[src/tshm_pkg.sv]
// constants and types of the tdm slot handler with message channel
//
// Notes on behaviour
// - two octet and two two-bit channels, any slot
// - codec frames of 1 to 32 octets
// - every channel placed in any of 32 slots
// - terminal framing: 12 slots, command slots 3, 7
// - message slot 2+4n, 3 or 8 choices
// - second signal channel in bits 7:6, slot 7
// - linecard frame of up to eight 4-octet channels
// - slot field places unit; line bit picks lines
// - four cpu slot access channels, enable and swap
// - message channel select, line bit, enable bit
// - reset: channel 0, enabled, on downstream line
// - byte repeated each frame while the handshake is active
// - handshake control, ack/abort flags, active status
// - frame starts on frame sync rising edge only
// - double rate: shift first rise, sample second fall
// - new byte marked by one inactive handshake frame
// - two inactive handshake frames end a message
package tshm_pkg;
  localparam int             NUM_UNITS      = 8;
  localparam logic     [7:0] ADDR_BUS_CTRL  = 8'h00;
  localparam logic     [7:0] ADDR_MSG_CTRL  = 8'h04;
  localparam logic     [7:0] ADDR_MSG_TXD   = 8'h08;
  localparam logic     [7:0] ADDR_MSG_STATE = 8'h0C;
  localparam logic     [7:0] ADDR_IRQ_STS   = 8'h10;
  localparam logic     [7:0] ADDR_IRQ_CLR   = 8'h14;
  localparam logic     [7:0] ADDR_IRQ_EN    = 8'h18;
  localparam logic     [7:0] ADDR_FRAME     = 8'h1C;
  // unit blocks: index in addr[4:2], block in addr[7:5]
  localparam logic     [2:0] BLK_UNIT_CFG   = 3'h2;
  localparam logic     [2:0] BLK_UNIT_TXD   = 3'h3;
  localparam logic     [2:0] BLK_UNIT_RXD   = 3'h4;
  // unit order: bearer one, two, signal one, two, cpu access 0..3
  localparam int             UNIT_SIG_ONE   = 2;
  localparam int             UNIT_SIG_TWO   = 3;
  localparam int             CFG_SLOT_LSB   = 0;
  localparam int             CFG_LINE_BIT   = 5;
  localparam int             CFG_EN_BIT     = 6;
  localparam int             CFG_SWAP_BIT   = 7;
  localparam logic     [7:0] CFG_RST        = 8'h00;
  localparam int             BUS_MODE_LSB   = 0;
  localparam int             BUS_DBL_BIT    = 2;
  localparam int             BUS_SIG2CI_BIT = 3;
  localparam logic     [1:0] MODE_TERMINAL  = 2'h0;
  localparam logic     [1:0] MODE_LINECARD  = 2'h1;
  localparam logic     [1:0] MODE_CODEC     = 2'h2;
  localparam int             MSG_SEL_LSB    = 0;
  localparam int             MSG_LINE_BIT   = 3;
  localparam int             MSG_ON_BIT     = 4;
  localparam int             MSG_MXC_BIT    = 5;
  localparam int             MSG_MIE_BIT    = 6;
  localparam logic     [2:0] MSG_SEL_RST    = 3'h0;
  localparam logic     [2:0] MSG_SEL_TE_MAX = 3'h2;
  localparam logic     [4:0] MSG_SLOT_BASE  = 5'h02;
  localparam logic     [4:0] TE_SLOTS       = 5'h0C;
  localparam logic     [4:0] CI_FIRST_SLOT  = 5'h03;
  localparam logic     [4:0] CI_SECOND_SLOT = 5'h07;
  // bit positions in transmit order, msb first
  localparam logic     [2:0] POS_RX_ACK     = 3'h6;
  localparam logic     [2:0] POS_TX_HS      = 3'h7;
  localparam logic     [2:0] POS_SIG_LO     = 3'h6;
  localparam logic     [2:0] POS_SIG2_HI    = 3'h1;
  localparam int             IRQ_MDA        = 0;
  localparam int             IRQ_MAB        = 1;
  localparam int             IRQ_FRAME      = 2;
  localparam logic     [1:0] RESP_OKAY      = 2'h0;
  localparam logic     [1:0] RESP_SLVERR    = 2'h2;
  localparam logic     [1:0] END_FRAMES     = 2'h2;

  typedef enum logic [2:0] {
    TSHM_IDLE = 3'b000,
    TSHM_SEND = 3'b001,
    TSHM_WAIT = 3'b010,
    TSHM_GAP  = 3'b011,
    TSHM_END  = 3'b100
  } tshm_mst_t;
endpackage

[src/tshm_top.sv]
// tdm slot handler: slot mapping, cpu slot access, message transmit handshake
//
// Local design decisions: the AXI4-Lite interface to the registers and the placing of the registers.
`timescale 1ns/1ps
`default_nettype none
module tshm_top (
  input  wire logic        aclk,
  input  wire logic        aresetn,
  input  wire logic [7:0]  s_axi_awaddr,
  input  wire logic        s_axi_awvalid,
  output logic             s_axi_awready,
  input  wire logic [31:0] s_axi_wdata,
  input  wire logic [3:0]  s_axi_wstrb,
  input  wire logic        s_axi_wvalid,
  output logic             s_axi_wready,
  output logic [1:0]       s_axi_bresp,
  output logic             s_axi_bvalid,
  input  wire logic        s_axi_bready,
  input  wire logic [7:0]  s_axi_araddr,
  input  wire logic        s_axi_arvalid,
  output logic             s_axi_arready,
  output logic [31:0]      s_axi_rdata,
  output logic [1:0]       s_axi_rresp,
  output logic             s_axi_rvalid,
  input  wire logic        s_axi_rready,
  input  wire logic        frame_sync,
  input  wire logic        bit_clk,
  input  wire logic        up_in,
  output logic             up_out,
  output logic             up_oe_n,
  input  wire logic        down_in,
  output logic             down_out,
  output logic             down_oe_n,
  output logic             irq
);
  import tshm_pkg::*;

  typedef struct packed {
    logic [2:0]            fs_s;
    logic [2:0]            bc_s;
    logic [1:0]            up_s;
    logic [1:0]            dn_s;
    logic [1:0]            mode;
    logic                  dbl;
    logic                  sig2_ci;
    logic [2:0]            msg_sel;
    logic                  msg_line;
    logic                  msg_on;
    logic                  tx_handshake_ctrl;
    logic                  msg_event_enable;
    logic [7:0]            msg_txd;
    logic                  pend;
    tshm_mst_t             mst;
    logic                  mx;
    logic                  mr_cur;
    logic                  mr_last;
    logic                  mr_seen;
    logic [1:0]            end_cnt;
    logic [2:0]            irq_sts;
    logic [2:0]            irq_en;
    logic [8:0]            bitcnt;
    logic                  phase;
    logic [5:0]            octets;
    logic [NUM_UNITS-1:0][7:0] cfg;
    logic [NUM_UNITS-1:0][7:0] txd;
    logic [NUM_UNITS-1:0][7:0] rxd;
    logic                  up_out;
    logic                  up_oe_n;
    logic                  dn_out;
    logic                  dn_oe_n;
    logic                  irq;
    logic                  awready;
    logic                  wready;
    logic                  aw_got;
    logic                  w_got;
    logic [7:0]            awaddr;
    logic [31:0]           wdata;
    logic                  wstrb0;
    logic                  bvalid;
    logic [1:0]            bresp;
    logic                  arready;
    logic                  rvalid;
    logic [31:0]           rdata;
    logic [1:0]            rresp;
  } tshm_state_t;

  tshm_state_t q;
  tshm_state_t d;

  logic            fs_rise;
  logic            bc_rise;
  logic            bc_fall;
  logic            shift_now;
  logic            sample_now;
  logic [8:0]      bidx;
  logic [4:0]      slot;
  logic [2:0]      bpos;
  logic            msg_ok;
  logic [4:0]      msg_slot;
  logic            ack;
  logic            abort;
  logic [2:0]      irq_set;
  logic [2:0]      irq_clr;
  logic            wr_ok;
  logic            rd_ok;
  logic [31:0]     rd_val;
  logic [NUM_UNITS-1:0] hit;
  logic [NUM_UNITS-1:0] eff_line;

  assign fs_rise = q.fs_s[1] & ~q.fs_s[2];
  assign bc_rise = q.bc_s[1] & ~q.bc_s[2];
  assign bc_fall = ~q.bc_s[1] & q.bc_s[2];
  assign shift_now  = bc_rise & (~q.dbl | ~q.phase | fs_rise);
  assign sample_now = bc_fall & (~q.dbl | q.phase);
  // only the rising edge restarts the frame
  assign bidx = fs_rise ? 9'h000 : q.bitcnt;
  assign slot = bidx[7:3];
  assign bpos = bidx[2:0];

  // message slot is 2 plus four per channel
  assign msg_slot = MSG_SLOT_BASE + {q.msg_sel, 2'b00};
  // terminal framing offers only three channels
  assign msg_ok = q.msg_on & ((q.mode != MODE_TERMINAL) | (q.msg_sel <= MSG_SEL_TE_MAX));
  assign ack   = q.mr_last & ~q.mr_cur;
  assign abort = q.mr_seen & q.mr_last & q.mr_cur;

  // per unit slot hit at the current bit
  always_comb
  begin
    for (int u = 0; u < NUM_UNITS; u++)
    begin
      logic [4:0] us;
      logic       bits_ok;
      us      = q.cfg[u][CFG_SLOT_LSB +: 5];
      bits_ok = 1'b1;
      eff_line[u] = q.cfg[u][CFG_LINE_BIT] ^ q.cfg[u][CFG_SWAP_BIT];
      // narrow channels use only bits 1:0
      if (u == UNIT_SIG_ONE || u == UNIT_SIG_TWO)
      begin
        bits_ok = (bpos >= POS_SIG_LO);
      end
      // second signal channel in bits 7:6 of slot 7
      if (u == UNIT_SIG_TWO && q.sig2_ci)
      begin
        us      = CI_SECOND_SLOT;
        bits_ok = (bpos <= POS_SIG2_HI);
      end
      // terminal framing keeps units within 12 slots
      // slot field picks the unit slot
      hit[u] = q.cfg[u][CFG_EN_BIT] & bits_ok & (slot == us) &
               ((q.mode != MODE_TERMINAL) | (us < TE_SLOTS));
    end
  end

  always_comb
  begin
    logic        pend_clr;
    logic        wr_hit;
    d          = q;
    pend_clr   = 1'b0;
    irq_set    = 3'h0;
    irq_clr    = 3'h0;
    wr_hit     = 1'b0;
    d.fs_s     = {q.fs_s[1:0], frame_sync};
    d.bc_s     = {q.bc_s[1:0], bit_clk};
    d.up_s     = {q.up_s[0], up_in};
    d.dn_s     = {q.dn_s[0], down_in};

    // slot counter restarts at frame start
    if (fs_rise)
    begin
      d.bitcnt = 9'h000;
      d.phase  = 1'b0;
      d.octets = q.bitcnt[8:3];
    end
    if (bc_fall && q.dbl)
    begin
      d.phase = ~q.phase;
    end
    // frame length follows the bit clock count
    if (sample_now && q.bitcnt != 9'h1FF)
    begin
      d.bitcnt = q.bitcnt + 9'h001;
    end

    // drive owned bits, release the rest
    if (shift_now)
    begin
      d.up_oe_n = 1'b1;
      d.dn_oe_n = 1'b1;
      d.up_out  = 1'b1;
      d.dn_out  = 1'b1;
      for (int u = 0; u < NUM_UNITS; u++)
      begin
        if (hit[u] && eff_line[u])
        begin
          d.up_out  = q.txd[u][3'h7 - bpos];
          d.up_oe_n = 1'b0;
        end
        if (hit[u] && !eff_line[u])
        begin
          d.dn_out  = q.txd[u][3'h7 - bpos];
          d.dn_oe_n = 1'b0;
        end
      end
      // message byte repeated every frame while active
      if (msg_ok && q.mst != TSHM_IDLE &&
          (slot == msg_slot || (slot == msg_slot + 5'h01 && bpos == POS_TX_HS)))
      begin
        if (q.msg_line)
        begin
          d.up_out  = (slot == msg_slot) ? q.msg_txd[3'h7 - bpos] : q.mx;
          d.up_oe_n = 1'b0;
        end
        else
        begin
          d.dn_out  = (slot == msg_slot) ? q.msg_txd[3'h7 - bpos] : q.mx;
          d.dn_oe_n = 1'b0;
        end
      end
    end

    // input taken from the opposite line
    if (sample_now)
    begin
      for (int u = 0; u < NUM_UNITS; u++)
      begin
        if (hit[u])
        begin
          d.rxd[u][3'h7 - bpos] = eff_line[u] ? q.dn_s[1] : q.up_s[1];
        end
      end
      if (msg_ok && slot == msg_slot + 5'h01 && bpos == POS_RX_ACK)
      begin
        d.mr_cur = q.msg_line ? q.dn_s[1] : q.up_s[1];
      end
    end

    // message handshake steps once per frame
    if (fs_rise)
    begin
      irq_set[IRQ_FRAME] = 1'b1;
      d.mr_last = q.mr_cur;
      case (q.mst)
        TSHM_IDLE:
        begin
          d.mx = 1'b1;
          if (q.tx_handshake_ctrl && msg_ok)
          begin
            d.mst     = TSHM_SEND;
            d.mx      = 1'b0;
            d.mr_seen = 1'b0;
            pend_clr  = 1'b1;
          end
        end
        TSHM_SEND, TSHM_WAIT:
        begin
          d.mr_seen = q.mr_seen | ~q.mr_cur;
          if (!q.tx_handshake_ctrl)
          begin
            d.mst     = TSHM_END;
            d.mx      = 1'b1;
            d.end_cnt = 2'h1;
          end
          else if (abort)
          begin
            // abort flag gated by event enable
            irq_set[IRQ_MAB] = q.msg_event_enable;
            d.mst     = TSHM_END;
            d.mx      = 1'b1;
            d.end_cnt = 2'h1;
          end
          else if (q.mst == TSHM_SEND && ack)
          begin
            // acknowledge flag gated by event enable
            irq_set[IRQ_MDA] = q.msg_event_enable;
            d.mst = TSHM_WAIT;
          end
          else if (q.mst == TSHM_WAIT && q.pend)
          begin
            // one inactive frame marks a new byte
            d.mst    = TSHM_GAP;
            d.mx     = 1'b1;
            pend_clr = 1'b1;
          end
        end
        TSHM_GAP:
        begin
          d.mst = TSHM_SEND;
          d.mx  = 1'b0;
        end
        TSHM_END:
        begin
          // two inactive frames end the message
          d.mx = 1'b1;
          if (q.end_cnt < END_FRAMES)
          begin
            d.end_cnt = q.end_cnt + 2'h1;
          end
          else if (q.mr_cur)
          begin
            d.mst = TSHM_IDLE;
          end
        end
        default:
        begin
          d.mst = TSHM_IDLE;
          d.mx  = 1'b1;
        end
      endcase
    end
    if (pend_clr)
    begin
      d.pend = 1'b0;
    end

    // bus slave: address and data taken in either order
    if (s_axi_awvalid && q.awready)
    begin
      d.awready = 1'b0;
      d.aw_got  = 1'b1;
      d.awaddr  = s_axi_awaddr;
    end
    if (s_axi_wvalid && q.wready)
    begin
      d.wready = 1'b0;
      d.w_got  = 1'b1;
      d.wdata  = s_axi_wdata;
      d.wstrb0 = s_axi_wstrb[0];
    end
    if (q.aw_got && q.w_got && !q.bvalid)
    begin
      d.aw_got = 1'b0;
      d.w_got  = 1'b0;
      d.bvalid = 1'b1;
      wr_hit   = 1'b1;
      d.bresp  = wr_ok ? RESP_OKAY : RESP_SLVERR;
      if (wr_ok && q.wstrb0)
      begin
        case (q.awaddr)
          ADDR_BUS_CTRL:
          begin
            d.mode    = q.wdata[BUS_MODE_LSB +: 2];
            d.dbl     = q.wdata[BUS_DBL_BIT];
            d.sig2_ci = q.wdata[BUS_SIG2CI_BIT];
          end
          ADDR_MSG_CTRL:
          begin
            d.msg_sel  = q.wdata[MSG_SEL_LSB +: 3];
            d.msg_line = q.wdata[MSG_LINE_BIT];
            d.msg_on   = q.wdata[MSG_ON_BIT];
            d.tx_handshake_ctrl      = q.wdata[MSG_MXC_BIT];
            d.msg_event_enable      = q.wdata[MSG_MIE_BIT];
          end
          ADDR_MSG_TXD:
          begin
            // a write after the frame step still counts as pending
            d.msg_txd = q.wdata[7:0];
            d.pend    = 1'b1;
          end
          ADDR_IRQ_CLR: irq_clr = q.wdata[2:0];
          ADDR_IRQ_EN:  d.irq_en = q.wdata[2:0];
          default:
          begin
            if (q.awaddr[7:5] == BLK_UNIT_CFG)
            begin
              d.cfg[q.awaddr[4:2]] = q.wdata[7:0];
            end
            else if (q.awaddr[7:5] == BLK_UNIT_TXD)
            begin
              d.txd[q.awaddr[4:2]] = q.wdata[7:0];
            end
          end
        endcase
      end
    end
    if (q.bvalid && s_axi_bready)
    begin
      d.bvalid  = 1'b0;
      d.awready = 1'b1;
      d.wready  = 1'b1;
    end
    if (s_axi_arvalid && q.arready)
    begin
      d.arready = 1'b0;
      d.rvalid  = 1'b1;
      d.rdata   = rd_val;
      d.rresp   = rd_ok ? RESP_OKAY : RESP_SLVERR;
    end
    if (q.rvalid && s_axi_rready)
    begin
      d.rvalid  = 1'b0;
      d.arready = 1'b1;
    end

    // set wins over a clear in the same cycle
    d.irq_sts = (q.irq_sts & ~irq_clr) | irq_set;
    d.irq     = |(d.irq_sts & d.irq_en);
    if (wr_hit)
    begin
      d.irq = |(d.irq_sts & d.irq_en);
    end
  end

  // write decode: status and receive words are read only
  always_comb
  begin
    wr_ok = (q.awaddr[1:0] == 2'b00) &&
            (q.awaddr == ADDR_BUS_CTRL || q.awaddr == ADDR_MSG_CTRL ||
             q.awaddr == ADDR_MSG_TXD || q.awaddr == ADDR_IRQ_CLR ||
             q.awaddr == ADDR_IRQ_EN || q.awaddr[7:5] == BLK_UNIT_CFG ||
             q.awaddr[7:5] == BLK_UNIT_TXD);
  end

  // read decode
  always_comb
  begin
    rd_ok  = (s_axi_araddr[1:0] == 2'b00);
    rd_val = 32'h0000_0000;
    case (s_axi_araddr)
      ADDR_BUS_CTRL:  rd_val = {28'h0, q.sig2_ci, q.dbl, q.mode};
      ADDR_MSG_CTRL:  rd_val = {25'h0, q.msg_event_enable, q.tx_handshake_ctrl, q.msg_on, q.msg_line, q.msg_sel};
      ADDR_MSG_TXD:   rd_val = {24'h0, q.msg_txd};
      ADDR_MSG_STATE: rd_val = {27'h0, q.mst, q.pend, q.mst != TSHM_IDLE};
      ADDR_IRQ_STS:   rd_val = {29'h0, q.irq_sts};
      ADDR_IRQ_EN:    rd_val = {29'h0, q.irq_en};
      ADDR_FRAME:     rd_val = {21'h0, slot, q.octets};
      ADDR_IRQ_CLR:   rd_val = 32'h0000_0000;
      default:
      begin
        if (s_axi_araddr[7:5] == BLK_UNIT_CFG)
        begin
          rd_val = {24'h0, q.cfg[s_axi_araddr[4:2]]};
        end
        else if (s_axi_araddr[7:5] == BLK_UNIT_TXD)
        begin
          rd_val = {24'h0, q.txd[s_axi_araddr[4:2]]};
        end
        else if (s_axi_araddr[7:5] == BLK_UNIT_RXD)
        begin
          rd_val = {24'h0, q.rxd[s_axi_araddr[4:2]]};
        end
        else
        begin
          rd_ok = 1'b0;
        end
      end
    endcase
  end

  always_ff @(posedge aclk)
  begin
    if (!aresetn)
    begin
      q          <= '0;
      q.mst      <= TSHM_IDLE;
      q.mx       <= 1'b1;
      q.mr_cur   <= 1'b1;
      q.mr_last  <= 1'b1;
      q.msg_sel  <= MSG_SEL_RST;
      q.msg_line <= 1'b0;
      q.msg_on   <= 1'b1;
      q.cfg      <= {NUM_UNITS{CFG_RST}};
      q.up_out   <= 1'b1;
      q.dn_out   <= 1'b1;
      q.up_oe_n  <= 1'b1;
      q.dn_oe_n  <= 1'b1;
      q.awready  <= 1'b1;
      q.wready   <= 1'b1;
      q.arready  <= 1'b1;
    end
    else
    begin
      q <= d;
    end
  end

  assign s_axi_awready = q.awready;
  assign s_axi_wready  = q.wready;
  assign s_axi_bvalid  = q.bvalid;
  assign s_axi_bresp   = q.bresp;
  assign s_axi_arready = q.arready;
  assign s_axi_rvalid  = q.rvalid;
  assign s_axi_rdata   = q.rdata;
  assign s_axi_rresp   = q.rresp;
  assign up_out        = q.up_out;
  assign up_oe_n       = q.up_oe_n;
  assign down_out      = q.dn_out;
  assign down_oe_n     = q.dn_oe_n;
  assign irq           = q.irq;
endmodule
`default_nettype wire

[config.mk]
export PLATFORM = sky130hd
export DESIGN_NAME = tshm_top
export DESIGN_NICKNAME = d
export VERILOG_FILES = /design/src/tshm_pkg.sv /design/src/tshm_top.sv
export SDC_FILE = /design/constraint.sdc
export NUM_CORES = 1
export LEC_CHECK = 0
export ABC_AREA = 1
export BUFFER_PORTS_ARGS = -buffer_cell sky130_fd_sc_hd__buf_2
export CAP_MARGIN = 20
export CELL_PAD_IN_SITES_DETAIL_PLACEMENT = 1
export CELL_PAD_IN_SITES_GLOBAL_PLACEMENT = 2
export CORE_MARGIN = 2
export CORE_UTILIZATION = 31
export CTS_CLUSTER_DIAMETER = 200
export DETAILED_ROUTE_END_ITERATION = 6
export PLACE_DENSITY_LB_ADDON = 0.1
export SETUP_SLACK_MARGIN = 0.02
export SLEW_MARGIN = 10
export SYNTH_ARGS = -nofsm -noshare
export SYNTH_HDL_FRONTEND = slang
export SYNTH_SLANG_ARGS = --single-unit
[constraint.sdc]
create_clock -name aclk -period 2.2 [get_ports aclk]
set_clock_uncertainty 0.2 [all_clocks]
set_input_delay 0.22 -clock aclk [delete_from_list [all_inputs] [get_ports aclk]]
set_output_delay 0.22 -clock aclk [all_outputs]
set_load 0.01 [all_outputs]
# Yosys cells after proc, flatten, opt, wreduce, memory -nomap -nowiden
# Cells that the tools add are included.
[op_classes]
add_sub_neg = 5
order_cmp = 17
eq_ne = 41
mux = 121
bitwise = 61
n_reduce_logical = 89
[op_table]
columns = ["operator", "n"]
rows = [
  ["64-bit bitwise mux", 2],
  ["11-bit one-hot mux with 8 select lines", 1],
  ["8-bit binary-select mux with 3-bit select", 3],
  ["8-bit bitwise mux", 8],
  ["8-bit two-way mux", 8],
  ["5-bit equality test", 10],
  ["2-bit two-way mux", 25],
  ["8-bit by 5-bit equality test with 1-bit output, second input constant", 6],
  ["1-bit two-way mux", 41],
  ["5-bit by 4-bit < comparator with 1-bit output, second input constant", 8],
  ["1-bit logical AND", 37],
  ["3-bit two-way mux", 10],
  ["1-bit bitwise AND", 27],
  ["1-bit binary-select mux with 3-bit select", 9],
  ["8-bit demux with 3-bit select", 1],
  ["8-bit by 4-bit equality test with 1-bit output, second input constant", 3],
  ["4-bit two-way mux", 5],
  ["3-bit by 2-bit equality test with 1-bit output, second input constant", 6],
  ["2-bit AND reduction", 9],
  ["8-bit by 3-bit equality test with 1-bit output, second input constant", 2],
  ["8-bit zero test", 2],
  ["16-bit two-way mux", 1],
  ["4-bit one-hot mux with 4 select lines", 1],
  ["3-bit AND reduction", 5],
  ["41 further kinds", 104],
]
[totals]
ff_bits = 318
input_bits = 63
word_cells = 401

# Depth between registers and ports, before layout
# Gate-level depths: netlist of the first run.
[depth]
depth_word = 17
ltp_mapped = 22
ltp_nobuf = 21

# Least setup slack after synthesis of the first run
# No wires, ideal clock.
[synth_path]
path_kind = "reg2reg"
start = "register q[289] (netlist name)"
end = "register q[295] (netlist name)"
arrival_time_ps = 2059
slack_ps = -144
stages_incl_launch_ff = 11
path_buffers = 0
period_less_slack_ps = 2344
cell_sequence = "dfxtp_1 > ha_1 > nand3_1 > nor3_1 > and3_1 > ha_1 > nor2_1 > inv_1 > nor3_1 > nand2_1 > a211oi_1"
[synth_via]
elab_chain_len = 3
word_cells_on_any_way = 5
classes_between = "add/sub (1); eq/ne (1); mux (1); reduce/logical (2)"
[synth_lines]
columns = ["item", "line_no", "text"]
rows = [
  ["start, declared", "tshm_top.sv:87", "tshm_state_t q;"],
  ["parallel branches: the longest is 3 deep, another holds 9-bit by 1-bit adder with 9-bit output", "-", ""],
]
# Parallel ways; which one is timed is not known.
# A chain may end at the register's enable or synchronous reset.

# Worst setup path in the final report of the first run
[layout_path]
start = "register q[341] (netlist name)"
end = "register q[149] (netlist name)"
[layout_via]
elab_chain_len = 9
word_cells_on_any_way = 14
classes_between = "add/sub (1); order compare (2); eq/ne (1); mux (4); bitwise (4); reduce/logical (2)"
[layout_lines]
columns = ["item", "line_no", "text"]
rows = [
  ["1-bit inverter (*)", "tshm_top.sv:110", "assign fs_rise = q.fs_s[1] & ~q.fs_s[2];"],
  ["1-bit bitwise AND (*)", "tshm_top.sv:110", ""],
  ["8-bit two-way mux (*)", "tshm_top.sv:116", "assign bidx = fs_rise ? 9'h000 : q.bitcnt;"],
  ["3-bit subtractor", "tshm_top.sv:230", "d.rxd[u][3'h7 - bpos] = eff_line[u] ? q.dn_s[1] : q.up_s[1];"],
  ["3-bit by 4-bit < comparator with 1-bit output (implied by the code) or 3-bit by 1-bit greater-or-equal comparator with 1-bit output (tied branches)", "tshm_top.sv:230", ""],
  ["1-bit logical AND (implied by the code)", "tshm_top.sv:230", ""],
  ["1-bit two-way mux", "tshm_top.sv:230", ""],
  ["1-bit demux with 3-bit select", "tshm_top.sv:230", ""],
  ["8-bit bitwise mux", "tshm_top.sv:230", ""],
]
# Mark *: on every way between the ends. The rest lies on a longest branch, timed or not.

==> results of run 1 <==
## sequential cells by signal, indices dropped and copies added (netlist names)
name / cells
q: 266
s_axi_rdata: 11
d: 6
down_oe_n: 1
down_out: 1
irq: 1
s_axi_arready: 1
s_axi_awready: 1
s_axi_bresp: 1
s_axi_bvalid: 1
s_axi_rresp: 1
s_axi_rvalid: 1
s_axi_wready: 1
up_oe_n: 1
up_out: 1
## layout make-up
cell class,instances,area share
multi-input combinational,1508,0.418
sequential,295,0.256
timing repair buffer,515,0.198
clock buffer,57,0.0480
inverter,256,0.0432
tap,615,0.0332
clock inverter,8,0.00297
antenna,1,0.000108
## stage by stage
stage	hold slack, ns	cells	cell area [sq um]
floorplan	0.118	2213	15000
global placement	0.200	3076	18000
detailed placement	0.210	3076	18000
CTS	0.0220	3245	21800
global route	0.0923	3254	23200
finish	0.0294	3255	23200
## path summary, 6_finish.rpt
kind	endpoint	slack [ns]	cells past startpoint
max	q[149]	-0.35	16
min reg2reg	d[338]	0.21	2
max reg2reg	q[149]	-0.35	16
min	q[190]	0.03	4
## cell families (layout without fill, tap and decap cells)
group | after synthesis | count (layout) | synth area share
AND/OR/NAND/NOR | 765 | 767 | 0.216
flip-flops | 295 | 295 | 0.397
XOR/XNOR | 20 | 20 | 0.0118
AO/OA/AOI/OAI | 696 | 696 | 0.257
buffers and inverters | 412 | 836 | 0.116
adder cells (fa/ha/maj) | 2 | 2 | 0.00168
other | 1 | 24 | 0.000252
## power by group through the flow
stage,combinational (mW),sequential [mW],clock (mW)
2_1_floorplan,0.591,5.59,0
3_3_place_gp,1.19,5.61,0
3_5_place_dp,1.20,5.61,0
4_1_cts,1.49,5.50,6.27
5_1_grt,1.74,5.51,6.50
6_report,1.64,5.51,6.17
## cell usage after synthesis (2+ instances only)
| cell type | instances |
|---|---|
| nand2_2 | 3 |
| a22oi_1 | 17 |
| buf_1 | 2 |
| o21ai_1 | 27 |
| or2_2 | 3 |
| nor2_4 | 3 |
| nor4_1 | 4 |
| buf_4 | 39 |
| o21a_1 | 2 |
| nand4_1 | 19 |
| nor2_1 | 184 |
| o2111ai_1 | 14 |
| a31oi_1 | 6 |
| nand3_1 | 97 |
| nand2_4 | 2 |
| ha_1 | 2 |
| clkbuf_1 | 93 |
| nor3b_1 | 3 |
| o31ai_1 | 7 |
| nand2_1 | 396 |
| xnor2_1 | 6 |
| inv_2 | 3 |
| o21ai_0 | 261 |
| dfxtp_1 | 295 |
| xor2_1 | 14 |
| o211ai_1 | 17 |
| buf_2 | 21 |
| nor3_1 | 42 |
| a21oi_1 | 271 |
| clkinv_1 | 4 |
| a211oi_1 | 5 |
| nor2_2 | 2 |
| o221ai_1 | 3 |
| a2111oi_0 | 2 |
| o22ai_1 | 44 |
| a221oi_1 | 13 |
| o311ai_0 | 3 |
| and2_1 | 2 |
| inv_1 | 249 |
## worst max-delay path: cells and delay by family, from the launching register on
kind            cells  cell delay, ns
xor+xnor            1            0.14
buf+inv             7            0.92
compound gates      1            0.05
flops               1            0.34
simple gates        7            0.79
## per-layer routing
layer	vias to the layer above	GRT usage	share of wire
met5	-	0	0
met4	0	0.123	0.037
met3	134	0.0536	0.060
met2	543	0.497	0.45
met1	8686	0.409	0.45
li1	8176	-	-
## timing repair
| action | in CTS | in global routing |
|---|---|---|
| resized for setup | 592 | 332 |
| hold buffers | 34 | 0 |
| endpoints found under the hold margin | 29 | 0 |
| pin swaps | 69 | 80 |
| endpoints found under the setup margin | 218 | 232 |
| setup buffers | 50 | 10 |
| cloned | 23 | 3 |
==> flow_metrics.tcl, run 1 <==
set metrics [dict create \
    maxCapViolations 0 \
    core-area_sq_um 47500 \
    design.die.area_sq_um 49700 \
    max_freq_ghz 0.392 \
    final_core_utilization 0.488 \
    cts_sinks 295 \
    first_pass_iters 5 \
    ir_worst_vdd_mv 0.517 \
    multiInputGateArea_sq_um 9710 \
    ant_nets 0 \
    vias_per_cell 5.39 \
    setup_violations 171 \
    yosysUniqueCellTypes 50 \
    die_h_um 223 \
    cts_buffers 39 \
    min_path_type "primary input to flop" \
    wl_mm 78.1 \
    cp_slowest_cell "dfxtp_2" \
    wl_per_cell_um 24.0 \
    insertion_delay_ns 0.57 \
    worst_path_largest_cell_delay_ns 0.34 \
    synth_area_leaders "dfxtp_1 40%, nand2_1 10%, a21oi_1 9.1%, o21ai_0 8.8%, inv_1 6.3%" \
    yosys_warnings 0 \
    fin_nets 2680 \
    min-delay-start "aresetn" \
    start_util 0.313 \
    mostFrequentLayoutCell "nand2_1" \
    place_congestion 0.926 \
    die_w_um 223 \
    dp_hpwl_mm 54.3 \
    path_clk_slew_ns 0.06 \
    status "finished, violations left" \
    async_flop_share 0 \
    ys_ff_latch 295 \
    ioPinCount 109 \
    startpoint "q[341]" \
    antenna_found_initial 1 \
    clockBufferDepth 3 \
    required_ns 2.45 \
    portBuffers 58 \
    seqPwrFrac 0.414 \
    synth_edf_count 0 \
    cts_root_buf "clkbuf_16" \
    slew-limit-headroom 0.363 \
    area_delta_synth_final_pct 56.1 \
    dpl_worst_slack_ns -0.629 \
    final-seq-area_sq_um 5940 \
    violations "negative setup slack" \
    syn_inst 2191 \
    fin_crit_ns 2.55 \
    synth_top_area_share 0.397 \
    tightestPinTransition_ns 0.956 \
    syn_area_per_cell_sq_um 6.78 \
    finalWorstSetupSlack_ns -0.351 \
    arrival_ns 2.80 \
    grt_max_degree 121 \
    switchingPower_mw 3.70 \
    netlist_area_sq_um 14900 \
    drt_iter0_markers 1313 \
    drc 0 \
    overflow 0 \
    seq_area_frac_synth 0.397 \
    slew_violations 0 \
    h-tree-depth 2 \
    fillCellCount 5695 \
    startpoint_type "flop" \
    critical_path.cell_chain "inv_2 -> nand2_4 -> buf_12 -> nand2_8 -> buf_8 -> buf_6 -> xor2_2 -> nor4_2 -> nand2_1 -> buf_6 -> nor2_4 -> buf_6 -> clkbuf_16 -> nand2_1 -> nand2_1 -> a21oi_2" \
    final_cell_mix "316 x nand2_1, 313 x buf_4, 280 x dfxtp_1, 228 x inv_1, 192 x a21oi_1" \
    p_per_area_nw_per_um2 574 \
    synth_top_area_cell "dfxtp_1" \
    worstSetupPathType "flop to flop" \
    period_share 1.16 \
    grt_pass1_wl_mm 115 \
    p_comb_frac 0.123 \
    layout-drive-gt1-share 0.381 \
    rsz0062_at_grt "true" \
    setup_tns_ns -14.89 \
    cp-end-kind "flop" \
    grt_use_total 0.308 \
    switching_share 0.278 \
    grt_pass1_vias 18300 \
    r2r-start "q[341]" \
    cts_tree "yes" \
    crit_fanout 5 \
    internal_power_mw 9.62 \
    p_total_mw 13.3 \
    vias 17500 \
    p_leak_nw 9.16 \
    clockPowerShare 0.463 \
    synthFlopType "dfxtp_1" \
    rows 80 \
    hold_viol_final 0 \
]
Power figures use the tool's default switching activity.
==> run 2: changes to the inputs <==
Settings changed: HOLD_SLACK_MARGIN from default to 0.06.
==> run 2 against run 1 <==
  * The run still ends with negative setup slack left
  * Count of clock-buffer cells in the layout stayed put
  * Cell area is 0.50% higher
  * Total power is 0.24% higher
  * Critical path depth stayed put
  * Sequential share of layout area is 0.13 points lower
  * Core utilization is 0.24 points higher
  * Cell count is 0.25% higher
  * Worst setup slack worse by 0.014 ns
  * Critical path type unchanged
  * Critical endpoint unchanged
  * Largest cell class unchanged
  * Highest routed layer unchanged
==> flow_metrics.tcl, run 2 (synthesis gave the netlist of run 1 again) <==
set metrics [dict create \
    status "finished, violations left" \
    violations "negative setup slack" \
    hold_viol_final 0 \
    internal_power_mw 9.64 \
    worstReg2RegEnd "q[149]" \
    cts_tree "yes" \
    die_w_um 223 \
    grt_use_total 0.309 \
    worstRegToRegCells 16 \
    fin_nets 2689 \
    die_h_um 223 \
    cts_buffers 39 \
    max_freq_ghz 0.390 \
    final_core_utilization 0.490 \
    min_path_type "primary input to flop" \
    cts_root_buf "clkbuf_16" \
    vias_per_cell 5.39 \
    drc 0 \
    p_total_mw 13.3 \
    tightestPinTransition_ns 0.978 \
    seqPwrFrac 0.413 \
    dp_hpwl_mm 54.3 \
    portBuffers 58 \
    place_congestion 0.926 \
    grt_pass1_wl_mm 115 \
    clockPowerShare 0.462 \
    start_util 0.313 \
    design.die.area_sq_um 49700 \
    insertion_delay_ns 0.56 \
    p_per_area_nw_per_um2 572 \
    switchingPower_mw 3.71 \
    stdcell_count 3263 \
    required_ns 2.45 \
    crit_path_end "q[149]" \
    cp-end-kind "flop" \
    vias 17600 \
    drt_iter0_markers 1291 \
    fin_crit_ns 2.56 \
    slew-limit-headroom 0.348 \
    setup_violations 171 \
    grt_pass1_vias 18300 \
    dp_cells 3076 \
    p_leak_nw 9.23 \
    rsz0062_at_grt "true" \
    diodes 0 \
    core-area_sq_um 47500 \
    worstSetupPathType "flop to flop" \
    area_delta_synth_final_pct 56.9 \
    first_pass_iters 5 \
    ir_worst_vdd_mv 0.510 \
    h-tree-depth 2 \
    overflow 0 \
    mostFrequentLayoutCell "buf_4" \
    p_comb_frac 0.125 \
    wl_mm 78.8 \
    cts_sinks 295 \
    largest-register "q" \
    grt_max_degree 121 \
    switching_share 0.278 \
    finalWorstSetupSlack_ns -0.365 \
    crit_fanout 5 \
    r2r_slack_ns -0.36 \
    clockBufferDepth 3 \
    antenna_found_initial 1 \
    rows 80 \
    layout-drive-gt1-share 0.383 \
    ioPinCount 109 \
    startpoint "q[341]" \
    ant_nets 0 \
    hold_ws_ns 0.0452 \
    startpoint_type "flop" \
    r2r-start "q[341]" \
    path_clk_slew_ns 0.06 \
    largest_reg_flops 266 \
    maxCapViolations 0 \
    final_cell_mix "315 x buf_4, 314 x nand2_1, 280 x dfxtp_1, 227 x inv_1, 191 x a21oi_1" \
    wl_per_cell_um 24.1 \
    arrival_ns 2.81 \
    slew_violations 0 \
    period_share 1.17 \
]
==> run 2: metal layers <==
metal / share of wire / GRT usage / vias to the layer above
met2: 0.46 / 0.498 / 492
met3: 0.055 / 0.0536 / 129
met4: 0.037 / 0.123 / 0
met5: 0 / 0 / -
li1: - / - / 8185
met1: 0.45 / 0.410 / 8783
==> run 2: worst min path at each step <==
stage	startpoint	to	slack [ns]	cells after the start
2_1_floorplan	down_in	d[333]	0.12	2
5_1_grt	aresetn	q[269]	0.1	4
4_1_cts	aresetn	q[208]	0.06	4
3_3_place_gp	frame_sync	d[340]	0.20	3
6_report	aresetn	q[45]	0.05	4
3_5_place_dp	d[337]	d[338]	0.21	2
==> run 2: cell type report <==
cell class                      count  area [sq um]
Multi-Input combinational cell   1508          9730
Clock buffer                       57          1110
Timing Repair Buffer              524          4690
Clock inverter                      8          68.8
Fill cell                        5689         24200
Tap cell                          615           769
Inverter                          256          1000
Sequential cell                   295          5940
==> run 2: what timing repair did <==
action / in CTS / in global routing
gates resized for setup: 592 / 340
pin swaps: 69 / 82
setup endpoints to repair: 218 / 234
endpoints found under the hold margin: 56 / 0
cloned: 23 / 4
hold buffers: 41 / 0
buffers inserted: 50 / 11
==> run 2: power groups by stage <==
stage	Sequential, mW	Combinational, mW	Clock, mW
3_5_place_dp	5.61	1.20	0
4_1_cts	5.50	1.50	6.27
3_3_place_gp	5.61	1.19	0
5_1_grt	5.51	1.77	6.50
2_1_floorplan	5.59	0.591	0
6_report	5.51	1.67	6.16
==> run 2: metrics by stage <==
step / setup TNS, ns / area [sq um] / setup WS (ns)
after CTS: -11.28 / 21900 / -0.337
final: -15.28 / 23300 / -0.365
after detailed placement: -36.66 / 18000 / -0.629
after floorplan: 0 / 15000 / 0.0262
after global routing: -37.34 / 23300 / -0.495
after global placement: -27.21 / 18000 / -0.664
==> run 2: worst max-delay path, stage by stage (launching register included) <==
cell	delay [ns]
dfxtp_2	0.33
inv_2	0.04
nand2_4	0.09
buf_12	0.15
nand2_8	0.06
buf_8	0.14
buf_6	0.12
xor2_2	0.14
nor4_2	0.32
nand2_1	0.13
buf_6	0.17
nor2_4	0.08
buf_6	0.14
clkbuf_16	0.16
nand2_1	0.05
nand2_1	0.07
a21oi_2	0.05
